==> src/core/lacs_pkg.sv <==
// Constants for the load adaptive current and stall block
package lacs_pkg;
  // Register offsets (byte addresses)
  localparam logic [7:0] ADDR_CTRL      = 8'h00;
  localparam logic [7:0] ADDR_VLOW      = 8'h04;
  localparam logic [7:0] ADDR_UPPER_VELOCITY_THRESHOLD     = 8'h08;
  localparam logic [7:0] ADDR_CUR       = 8'h0c;
  localparam logic [7:0] ADDR_DRV_STAT  = 8'h10;
  localparam logic [7:0] ADDR_RAMP_STAT = 8'h14;
  localparam logic [7:0] ADDR_IRQ_STAT  = 8'h18;
  localparam logic [7:0] ADDR_IRQ_MASK  = 8'h1c;
  // Control register fields
  localparam int CTRL_MIN_LSB   = 0;   // lower_load_threshold, 4 bits
  localparam int CTRL_HYS_LSB   = 4;   // load_hysteresis_width, 4 bits
  localparam int CTRL_INC_LSB   = 8;   // current_increment_code, 2 bits
  localparam int CTRL_DEC_LSB   = 10;  // current_decrement_code, 2 bits
  localparam int CTRL_LOWER_LOAD_THRESHOLD_BIT = 12;  // Floor select: 0 half, 1 quarter
  localparam int CTRL_FILT_BIT  = 13;  // Load filter enable
  localparam int CTRL_HALT_BIT  = 14;  // halt_on_stall_enable
  localparam int CTRL_SD_BIT    = 15;  // Step and direction mode
  // Current register fields
  localparam int CUR_RUN_LSB    = 0;   // run_current_scale, 5 bits
  localparam int CUR_HOLD_LSB   = 8;   // hold_current_scale, 5 bits
  // Status bit positions
  localparam int DRV_STALL_BIT  = 24;  // Stall flag in driver_status_word
  localparam int DRV_SG_LSB     = 0;   // load_measurement field
  localparam int DRV_CS_LSB     = 16;  // regulated_current_scale field
  localparam int IRQ_STALL_BIT  = 0;
  localparam int IRQ_LOAD_BIT   = 1;
  // Arithmetic constants
  localparam int THR_SHIFT      = 5;   // Threshold fields scale by 32
  localparam int FILT_DEPTH     = 4;   // Samples averaged by the filter
  localparam int FILT_SHIFT     = 2;
  localparam logic [31:0] CTRL_RESET = 32'h0000_0000;
  localparam logic [31:0] CUR_RESET  = 32'h0000_101f;
  localparam logic [22:0] UPPER_VELOCITY_THRESHOLD_RESET = 23'h7f_ffff;
  // Zero velocity wait time before restart
  localparam int ZWAIT_NS   = 1000;
  localparam int CLK_NS     = 5;
  localparam int ZWAIT_CYC  = (ZWAIT_NS + CLK_NS - 1) / CLK_NS;
  // Regulator states
  typedef enum logic [2:0] {
    LACS_IDLE = 3'b001,
    LACS_RUN  = 3'b010,
    LACS_HALT = 3'b100
  } lacs_state_e;
endpackage : lacs_pkg

==> src/core/lacs_load_filter.sv <==
// Load measurement refresh and four-sample filter
`timescale 1ns/1ps
`default_nettype none
module lacs_load_filter
  import lacs_pkg::*;
(
  // Clock and reset
  input  wire logic       core_clk_i,
  input  wire logic       sys_rst_i,
  // Raw measurement
  input  wire logic       step_i,
  input  wire logic [9:0] raw_load_i,
  input  wire logic       filt_en_i,
  // Result
  output logic [9:0]      load_o,
  output logic            load_vld_o
);
  logic [11:0] sum_q;
  logic [1:0]  cnt_q;

  // Raw each full step, or mean of four when filtered
  always_ff @(posedge core_clk_i) begin
    if (sys_rst_i) begin
      sum_q      <= 12'h000;
      cnt_q      <= 2'h0;
      load_o     <= 10'h3ff;
      load_vld_o <= 1'b0;
    end else begin
      load_vld_o <= 1'b0;
      if (step_i) begin
        if (!filt_en_i) begin
          load_o     <= raw_load_i;
          load_vld_o <= 1'b1;
          cnt_q      <= 2'h0;
          sum_q      <= 12'h000;
        end else if (cnt_q == 2'(FILT_DEPTH - 1)) begin
          load_o     <= 10'((sum_q + {2'h0, raw_load_i}) >> FILT_SHIFT);
          load_vld_o <= 1'b1;
          cnt_q      <= 2'h0;
          sum_q      <= 12'h000;
        end else begin
          sum_q <= sum_q + {2'h0, raw_load_i};
          cnt_q <= cnt_q + 2'h1;
        end
      end
    end
  end
endmodule : lacs_load_filter
`default_nettype wire

==> src/core/lacs_cur_reg.sv <==
// Current scale up and down regulator with saturation
`timescale 1ns/1ps
`default_nettype none
module lacs_cur_reg
  import lacs_pkg::*;
(
  // Clock and reset
  input  wire logic       core_clk_i,
  input  wire logic       sys_rst_i,
  // Control
  input  wire logic       active_i,
  input  wire logic       sample_i,
  input  wire logic [9:0] load_i,
  input  wire logic [3:0] lo_field_i,
  input  wire logic [3:0] hys_field_i,
  input  wire logic [1:0] inc_code_i,
  input  wire logic [1:0] dec_code_i,
  input  wire logic       quarter_i,
  input  wire logic [4:0] run_i,
  // Result
  output logic [4:0]      scale_o
);
  logic [10:0] lo_thr;
  logic [10:0] hi_thr;
  logic [5:0]  floor_v;
  logic [5:0]  step_v;
  logic [5:0]  up_v;
  logic [5:0]  dec_need;
  logic [5:0]  dec_cnt_q;

  // Thresholds and limits
  always_comb begin
    lo_thr   = {3'h0, lo_field_i, 4'h0} << 1;
    hi_thr   = 11'({2'h0, lo_field_i} + {2'h0, hys_field_i} + 6'h1) << THR_SHIFT;
    floor_v  = quarter_i ? 6'(run_i >> 2) : 6'(run_i >> 1);
    step_v   = 6'h1 << inc_code_i;
    up_v     = {1'b0, scale_o} + step_v;
    case (dec_code_i)
      2'h0:    dec_need = 6'h20;
      2'h1:    dec_need = 6'h08;
      2'h2:    dec_need = 6'h02;
      default: dec_need = 6'h01;
    endcase
  end

  // Regulation; outside its window the run setting is used directly
  always_ff @(posedge core_clk_i) begin
    if (sys_rst_i) begin
      scale_o   <= 5'h1f;
      dec_cnt_q <= 6'h00;
    end else if (!active_i) begin
      scale_o   <= run_i;
      dec_cnt_q <= 6'h00;
    end else if (sample_i) begin
      if ({1'b0, load_i} < lo_thr) begin
        dec_cnt_q <= 6'h00;
        scale_o   <= (up_v > {1'b0, run_i}) ? run_i : up_v[4:0];
      end else if ({1'b0, load_i} >= hi_thr) begin
        if (dec_cnt_q + 6'h1 >= dec_need) begin
          dec_cnt_q <= 6'h00;
          if ({1'b0, scale_o} > floor_v) scale_o <= scale_o - 5'h1;
        end else begin
          dec_cnt_q <= dec_cnt_q + 6'h1;
        end
      end
      if ({1'b0, scale_o} < floor_v) scale_o <= floor_v[4:0];
    end
  end
endmodule : lacs_cur_reg
`default_nettype wire

==> src/core/lacs_top.sv <==
// Load adaptive current regulator with stall halt, top level
//
// The plain strobed port and the address map were chosen for this implementation.
`timescale 1ns/1ps
`default_nettype none
module lacs_top
  import lacs_pkg::*;
(
  // Clock and reset
  input  wire logic        core_clk_i,
  input  wire logic        sys_rst_i,
  // Register port
  input  wire logic [7:0]  reg_addr_i,
  input  wire logic [31:0] reg_wdata_i,
  input  wire logic        reg_wr_i,
  input  wire logic        reg_rd_i,
  output logic [31:0]      reg_rdata_o,
  // Measurement and ramp inputs
  input  wire logic        full_step_i,
  input  wire logic [9:0]  load_raw_i,
  input  wire logic [22:0] ramp_velocity_i,
  input  wire logic        standstill_i,
  input  wire logic        motion_param_wr_i,
  // Ramp and coil outputs
  output logic             ramp_halt_o,
  output logic             velocity_zero_o,
  output logic [4:0]       coil_scale_o,
  output logic             irq_o
);
  logic [31:0] ctrl_q;
  logic [31:0] cur_q;
  logic [22:0] vlow_q;
  logic [22:0] upper_velocity_threshold_q;
  logic [1:0]  irq_stat_q;
  logic [1:0]  irq_mask_q;
  logic        stall_flag_q;
  logic        halt_evt_q;
  logic        params_changed_q;
  logic [7:0]  zwait_q;
  lacs_state_e state_q;
  logic [9:0]  load_v;
  logic        load_vld;
  logic [4:0]  reg_scale;
  logic        win_ok;
  logic        vel_ok;
  logic        reg_active;
  logic        stall_det;
  logic        rd_ramp;

  // Control fields
  wire logic [3:0] lo_field = ctrl_q[CTRL_MIN_LSB +: 4];
  wire logic [4:0] run_cur  = cur_q[CUR_RUN_LSB +: 5];
  wire logic [4:0] hold_cur = cur_q[CUR_HOLD_LSB +: 5];
  wire logic       sd_mode  = ctrl_q[CTRL_SD_BIT];

  // Decode helper shared by read and write paths
  function automatic logic hit(input logic [7:0] a, input logic [7:0] off);
    hit = (a == off);
  endfunction

  lacs_load_filter u_filt (
    .core_clk_i (core_clk_i),
    .sys_rst_i  (sys_rst_i),
    .step_i     (full_step_i),
    .raw_load_i (load_raw_i),
    .filt_en_i  (ctrl_q[CTRL_FILT_BIT]),
    .load_o     (load_v),
    .load_vld_o (load_vld)
  );

  // Velocity window; step/dir mode has no ramp velocity so limits are skipped
  always_comb begin
    vel_ok     = ramp_velocity_i >= vlow_q;
    win_ok     = sd_mode || (vel_ok && ramp_velocity_i <= upper_velocity_threshold_q);
    reg_active = win_ok && (lo_field != 4'h0) && !standstill_i;
    stall_det  = load_vld && (load_v == 10'h000) && (sd_mode || vel_ok);
    rd_ramp    = reg_rd_i && hit(reg_addr_i, ADDR_RAMP_STAT);
  end

  lacs_cur_reg u_reg (
    .core_clk_i  (core_clk_i),
    .sys_rst_i   (sys_rst_i),
    .active_i    (reg_active),
    .sample_i    (load_vld),
    .load_i      (load_v),
    .lo_field_i  (lo_field),
    .hys_field_i (ctrl_q[CTRL_HYS_LSB +: 4]),
    .inc_code_i  (ctrl_q[CTRL_INC_LSB +: 2]),
    .dec_code_i  (ctrl_q[CTRL_DEC_LSB +: 2]),
    .quarter_i   (ctrl_q[CTRL_LOWER_LOAD_THRESHOLD_BIT]),
    .run_i       (run_cur),
    .scale_o     (reg_scale)
  );

  // Configuration registers
  always_ff @(posedge core_clk_i) begin
    if (sys_rst_i) begin
      ctrl_q     <= CTRL_RESET;
      cur_q      <= CUR_RESET;
      vlow_q     <= 23'h00_0000;
      upper_velocity_threshold_q    <= UPPER_VELOCITY_THRESHOLD_RESET;
      irq_mask_q <= 2'h0;
    end else if (reg_wr_i) begin
      if (hit(reg_addr_i, ADDR_CTRL))     ctrl_q     <= reg_wdata_i;
      if (hit(reg_addr_i, ADDR_CUR))      cur_q      <= reg_wdata_i;
      if (hit(reg_addr_i, ADDR_VLOW))     vlow_q     <= reg_wdata_i[22:0];
      // Zero would disable everything, so it is held at the least value of one
      if (hit(reg_addr_i, ADDR_UPPER_VELOCITY_THRESHOLD))    upper_velocity_threshold_q    <= (reg_wdata_i[22:0] == 23'h0) ? 23'h1 : reg_wdata_i[22:0];
      if (hit(reg_addr_i, ADDR_IRQ_MASK)) irq_mask_q <= reg_wdata_i[1:0];
    end
  end

  // Halt sequencer: set wins over a read clear in the same cycle
  always_ff @(posedge core_clk_i) begin
    if (sys_rst_i) begin
      state_q          <= LACS_IDLE;
      halt_evt_q       <= 1'b0;
      stall_flag_q     <= 1'b0;
      params_changed_q <= 1'b0;
      zwait_q          <= 8'h00;
    end else begin
      // Flag holds from one load result to the next so software can read it
      if (load_vld) stall_flag_q <= stall_det;
      case (state_q)
        LACS_IDLE, LACS_RUN: begin
          state_q <= LACS_RUN;
          if (stall_det && ctrl_q[CTRL_HALT_BIT]) begin
            state_q          <= LACS_HALT;
            halt_evt_q       <= 1'b1;
            stall_flag_q     <= 1'b1;
            params_changed_q <= 1'b0;
            zwait_q          <= 8'(ZWAIT_CYC);
          end
        end
        LACS_HALT: begin
          if (motion_param_wr_i) params_changed_q <= 1'b1;
          if (zwait_q != 8'h00) zwait_q <= zwait_q - 8'h1;
          if (rd_ramp) halt_evt_q <= 1'b0;
          // Leaving the halt also when software drops the enable
          if (!ctrl_q[CTRL_HALT_BIT] ||
              (!halt_evt_q && zwait_q == 8'h00 && !params_changed_q)) begin
            state_q <= LACS_RUN;
            halt_evt_q <= 1'b0;
          end
        end
        default: state_q <= LACS_IDLE;
      endcase
    end
  end

  // Interrupt status, write one to clear, set has priority
  always_ff @(posedge core_clk_i) begin
    if (sys_rst_i) begin
      irq_stat_q <= 2'h0;
    end else begin
      for (int i = 0; i < 2; i++) begin
        if (reg_wr_i && hit(reg_addr_i, ADDR_IRQ_STAT) && reg_wdata_i[i]) irq_stat_q[i] <= 1'b0;
      end
      if (stall_det && ctrl_q[CTRL_HALT_BIT] && state_q != LACS_HALT) irq_stat_q[IRQ_STALL_BIT] <= 1'b1;
      if (load_vld) irq_stat_q[IRQ_LOAD_BIT] <= 1'b1;
    end
  end

  // Outputs, all registered
  always_ff @(posedge core_clk_i) begin
    if (sys_rst_i) begin
      ramp_halt_o     <= 1'b0;
      velocity_zero_o <= 1'b0;
      coil_scale_o    <= 5'h00;
      irq_o           <= 1'b0;
    end else begin
      ramp_halt_o     <= (state_q == LACS_HALT);
      velocity_zero_o <= (state_q == LACS_HALT);
      coil_scale_o    <= reg_active ? reg_scale : (standstill_i ? hold_cur : run_cur);
      irq_o           <= |(irq_stat_q & irq_mask_q);
    end
  end

  // Read data, valid in the cycle after the read strobe
  always_ff @(posedge core_clk_i) begin
    if (sys_rst_i) begin
      reg_rdata_o <= 32'h0000_0000;
    end else if (reg_rd_i) begin
      case (reg_addr_i)
        ADDR_CTRL:      reg_rdata_o <= ctrl_q;
        ADDR_VLOW:      reg_rdata_o <= {9'h000, vlow_q};
        ADDR_UPPER_VELOCITY_THRESHOLD:     reg_rdata_o <= {9'h000, upper_velocity_threshold_q};
        ADDR_CUR:       reg_rdata_o <= cur_q;
        ADDR_DRV_STAT:  reg_rdata_o <= {7'h00, stall_flag_q, 3'h0, reg_scale, 6'h00, load_v};
        // Halted bit follows the halt output so the two never disagree
        ADDR_RAMP_STAT: reg_rdata_o <= {29'h0, ramp_halt_o, 1'b0, halt_evt_q};
        ADDR_IRQ_STAT:  reg_rdata_o <= {30'h0, irq_stat_q};
        ADDR_IRQ_MASK:  reg_rdata_o <= {30'h0, irq_mask_q};
        default:        reg_rdata_o <= 32'h0000_0000;
      endcase
    end else begin
      reg_rdata_o <= 32'h0000_0000;
    end
  end
endmodule : lacs_top
`default_nettype wire

==> config.mk <==
export PLATFORM = sky130hd
export DESIGN_NAME = lacs_top
export DESIGN_NICKNAME = d
export VERILOG_FILES = /design/src/core/lacs_pkg.sv /design/src/core/lacs_load_filter.sv /design/src/core/lacs_cur_reg.sv /design/src/core/lacs_top.sv
export SDC_FILE = /design/constraint.sdc
export NUM_CORES = 1
export LEC_CHECK = 0
export BUFFER_PORTS_ARGS = -buffer_cell sky130_fd_sc_hd__buf_2
export CAP_MARGIN = 20
export CORE_ASPECT_RATIO = 0.6
export CORE_UTILIZATION = 45
export CTS_CLUSTER_SIZE = 25
export DETAILED_ROUTE_END_ITERATION = 10
export GPL_TIMING_DRIVEN = 1
export SLEW_MARGIN = 10
export SYNTH_ARGS = -nofsm -noshare
export SYNTH_HDL_FRONTEND = slang
export SYNTH_HIERARCHICAL = 1
export SYNTH_SLANG_ARGS = --single-unit
==> constraint.sdc <==
create_clock -name core_clk_i -period 10.58 [get_ports core_clk_i]
set_clock_uncertainty 0.1 [all_clocks]
set_input_delay 3.174 -clock core_clk_i [delete_from_list [all_inputs] [get_ports core_clk_i]]
set_output_delay 3.174 -clock core_clk_i [all_outputs]
set_load 0.1 [all_outputs]
==> impl_results.md <==
* Final max-slew violation count at 0
* Synth top cells by count: nand2_1, dfxtp_1, a21oi_1
* Initial Util at 45.9%
* Max-slew headroom at 28.4%
* Post-synth cell types at 92
* Largest net degree at the start of global routing at 68
* HP Class: reg -> reg
* DRT antenna net count at 0
* Die W at 205 um
* Startpoint types: input port
* Top-count cell post-synth: nand2_1
* Power Density at 138 nW/um2
* # setup viols final at 0
* Mapped Cells at 1,356
* XOR/XNOR Fraction of Synth Area at 1.72%
* Setup TNS at 0 ns
* IO Pins at 120
* Crit path from: ramp_velocity_i[6]
* Status: complete, no violations
* Period utilization at 63.9%
* Post-Syn Area at 11,100 um2
* DRC Markers at 0
* DR pass1 iterations at 5
* H-Tree Depth at 1
* CTS Buf Count at 20
* Number of antenna diodes at 0
* Mapped Avg Cell Area at 8.19 um2
* Congestion Overflow GR at 0
* Reg-to-reg startpoint: upper_velocity_threshold_q[6]
* Core ar. at 24,200 um2
* Pleak at 5.10 nW
* Initial antenna violation count at 0
* Vias in the first global route at 9,424
* Routed wire per std cell at 20.1 um
* Worst R2R Path Depth at 14
* Synth Warn # at 6
* Mux cell area share after synthesis at 1.92%
* Cell taking the most area after synthesis: dfxtp_1
* Root Driver: clkbuf_16
* Synthesized flop and latch total at 203
* Via/cell ratio at 5.87
* DP HPWL at 26.0 mm
* Simple-gate share of the synthesized area at 19.9%
* Top cell type's share of synthesized area at 36.6%
* Worst EP required at 10.87 ns
* Hold buffer count at cts at 0
* Max Freq at 148 MHz
* Tmin final at 6.76 ns
* Die Y-Extent at 124 um
* First-pass GRT wire length at 54.6 mm
* CTS max path bufs at 3
* Worst-margin pin slew at 1.07 ns
* Number of port buffers at 119
* Via count at 10,389
* Nets at 1,607
* Postcts setup bufs at 0
* Synth top area cells: dfxtp_1, ha_1, nand2_1
* CTS tree: built
* Share of layout cells above drive strength 1 at 14.0%
* Worst-path maximum fanout at 11
* Worst Path Arrival at 7.05 ns
* DP Area at 11,900 um2
* Largest family of logic cells by synthesized area: compound AO/OA/AOI/OAI gates
* Crit Path Class: in -> reg
* Worst VDD drop at 0.0696 mV
* Design area at 12,600 um2
* Row count at 44
* Iter 0 DRT Violations at 1,042
* Post_cts resized at 0
* Setup crit end kind: flop
* Ys async rst share at 0%
* Worst flop-to-flop path endpoint: u_reg/scale_o[1]
* Crit path to: u_reg/scale_o[1]
* Synth Net Count at 1,529
* Flop2flop setup slack at 6.20 ns
* Post-synth EDFFs at 0
* Unrepaired setup endpoints after global routing: false
* Synth Area in Compound Gates at 23.1%
* Clock slew at reported path FFs at 0.07 ns
* Seq/Total Area, Yosys at 36.6%
* Post-synth top flop: dfxtp_1
* GRT Util Overall at 27.9%
* Clock sink total at 203
* Post-Synth Adder-Cell Area at 10.7%
* Max-Cap Viols at 0
* Synth-to-Final Area Change at 13.8%
* Wirelength, routed at 35.6 mm
* Endpoints failing hold at 0
* Die area at 25,300 um2
* GPL Wtd Cong at 0.914
* Worst skew pair latency at 0.51 ns
## final cells by class
cell class	instances	area, um2
clock buffer	27	568
clock inverter	9	198
fill	2307	11500
inverter	80	300
multi-input combinational	994	6380
sequential	203	4060
tap	322	403
timing repair buffer	135	718
## routing by layer
layer	track usage, %	share of wire, %	wire [um]
met1	42.9	50	17700
met2	39.0	39	13900
met3	7.20	10	3700
met4	3.78	0.90	322
met5	0	0	0
## flip-flops by register name, summed over array words and instances, names as in the netlist, 2 cells and up
| signal | flops |
|---|---|
| u_reg/dec_cnt_q | 6 |
| u_reg/scale_o | 5 |
| u_filt/load_o | 10 |
| ctrl_q | 32 |
| vlow_q | 23 |
| state_q | 3 |
| u_filt/cnt_q | 2 |
| cur_q | 32 |
| irq_stat_q | 2 |
| coil_scale_o | 5 |
| u_filt/sum_q | 12 |
| zwait_q | 8 |
| irq_mask_q | 2 |
| upper_velocity_threshold_q | 23 |
| reg_rdata_o | 32 |
## worst min-delay path by stage
stage                    start               to  slack (ns)  cells past startpoint
6_report             cur_q[25]        cur_q[25]        0.35                      2
5_1_grt             ctrl_q[21]       ctrl_q[21]        0.38                      2
4_1_cts              cur_q[14]        cur_q[14]        0.36                      2
3_5_place_dp         cur_q[14]        cur_q[14]        0.35                      2
3_3_place_gp        ctrl_q[20]       ctrl_q[20]        0.34                      2
2_1_floorplan  u_filt/sum_q[5]  u_filt/sum_q[5]        0.33                      2
## metrics by stage
stage	hold WS [ns]	util [%]	instances	total power, W	worst slack (ns)
floorplan	0.329	-	1356	0.000857	4.70
global placement	0.341	49.1	1733	0.000908	3.47
detailed placement	0.346	49.1	1733	0.000909	3.43
CTS	0.356	52.2	1769	0.00174	3.95
global route	0.376	52.3	1770	0.00179	3.65
finish	0.355	52.3	1770	0.00174	3.82
## layout by cell type (no fill, tap or decap), drive strengths merged, types with 12 or more instances in the layout
cell,n
a211oi,12
nor2,69
nand4,14
nor4,17
dfxtp,203
a31oi,22
nor3,19
a21o,12
nand2,234
a22oi,57
o21ai,47
ha,90
o211ai,32
inv,80
nand3,55
mux2i,19
buf,134
a21oi,141
clkbuf,28
## worst max-delay path: stages
cell and delay (ns):
buf_2 0.13, ha_1 0.31, and3_1 0.28, a221o_1 0.32, a31oi_1 0.55, o221a_2 0.33
a311oi_1 0.06, buf_4 0.21, nor2_1 0.49, inv_2 0.15, nor2_1 0.40, o21a_1 0.22
a41oi_1 0.12, a32o_1 0.28
## logic make-up after synthesis
family          count (synthesis)
buf+inv                       159
simple gates                  476
flops                         203
compound gates                383
mux                            21
fa+ha+maj                      93
xor+xnor                       21
## power breakdown
part,internal [W],switching (W)
registers,0.000770,0.00000806
logic,0.0000388,0.0000784
clock network,0.000524,0.000319
total,0.00133,0.000406
Note: power is estimated with default switching activity, not from simulation.
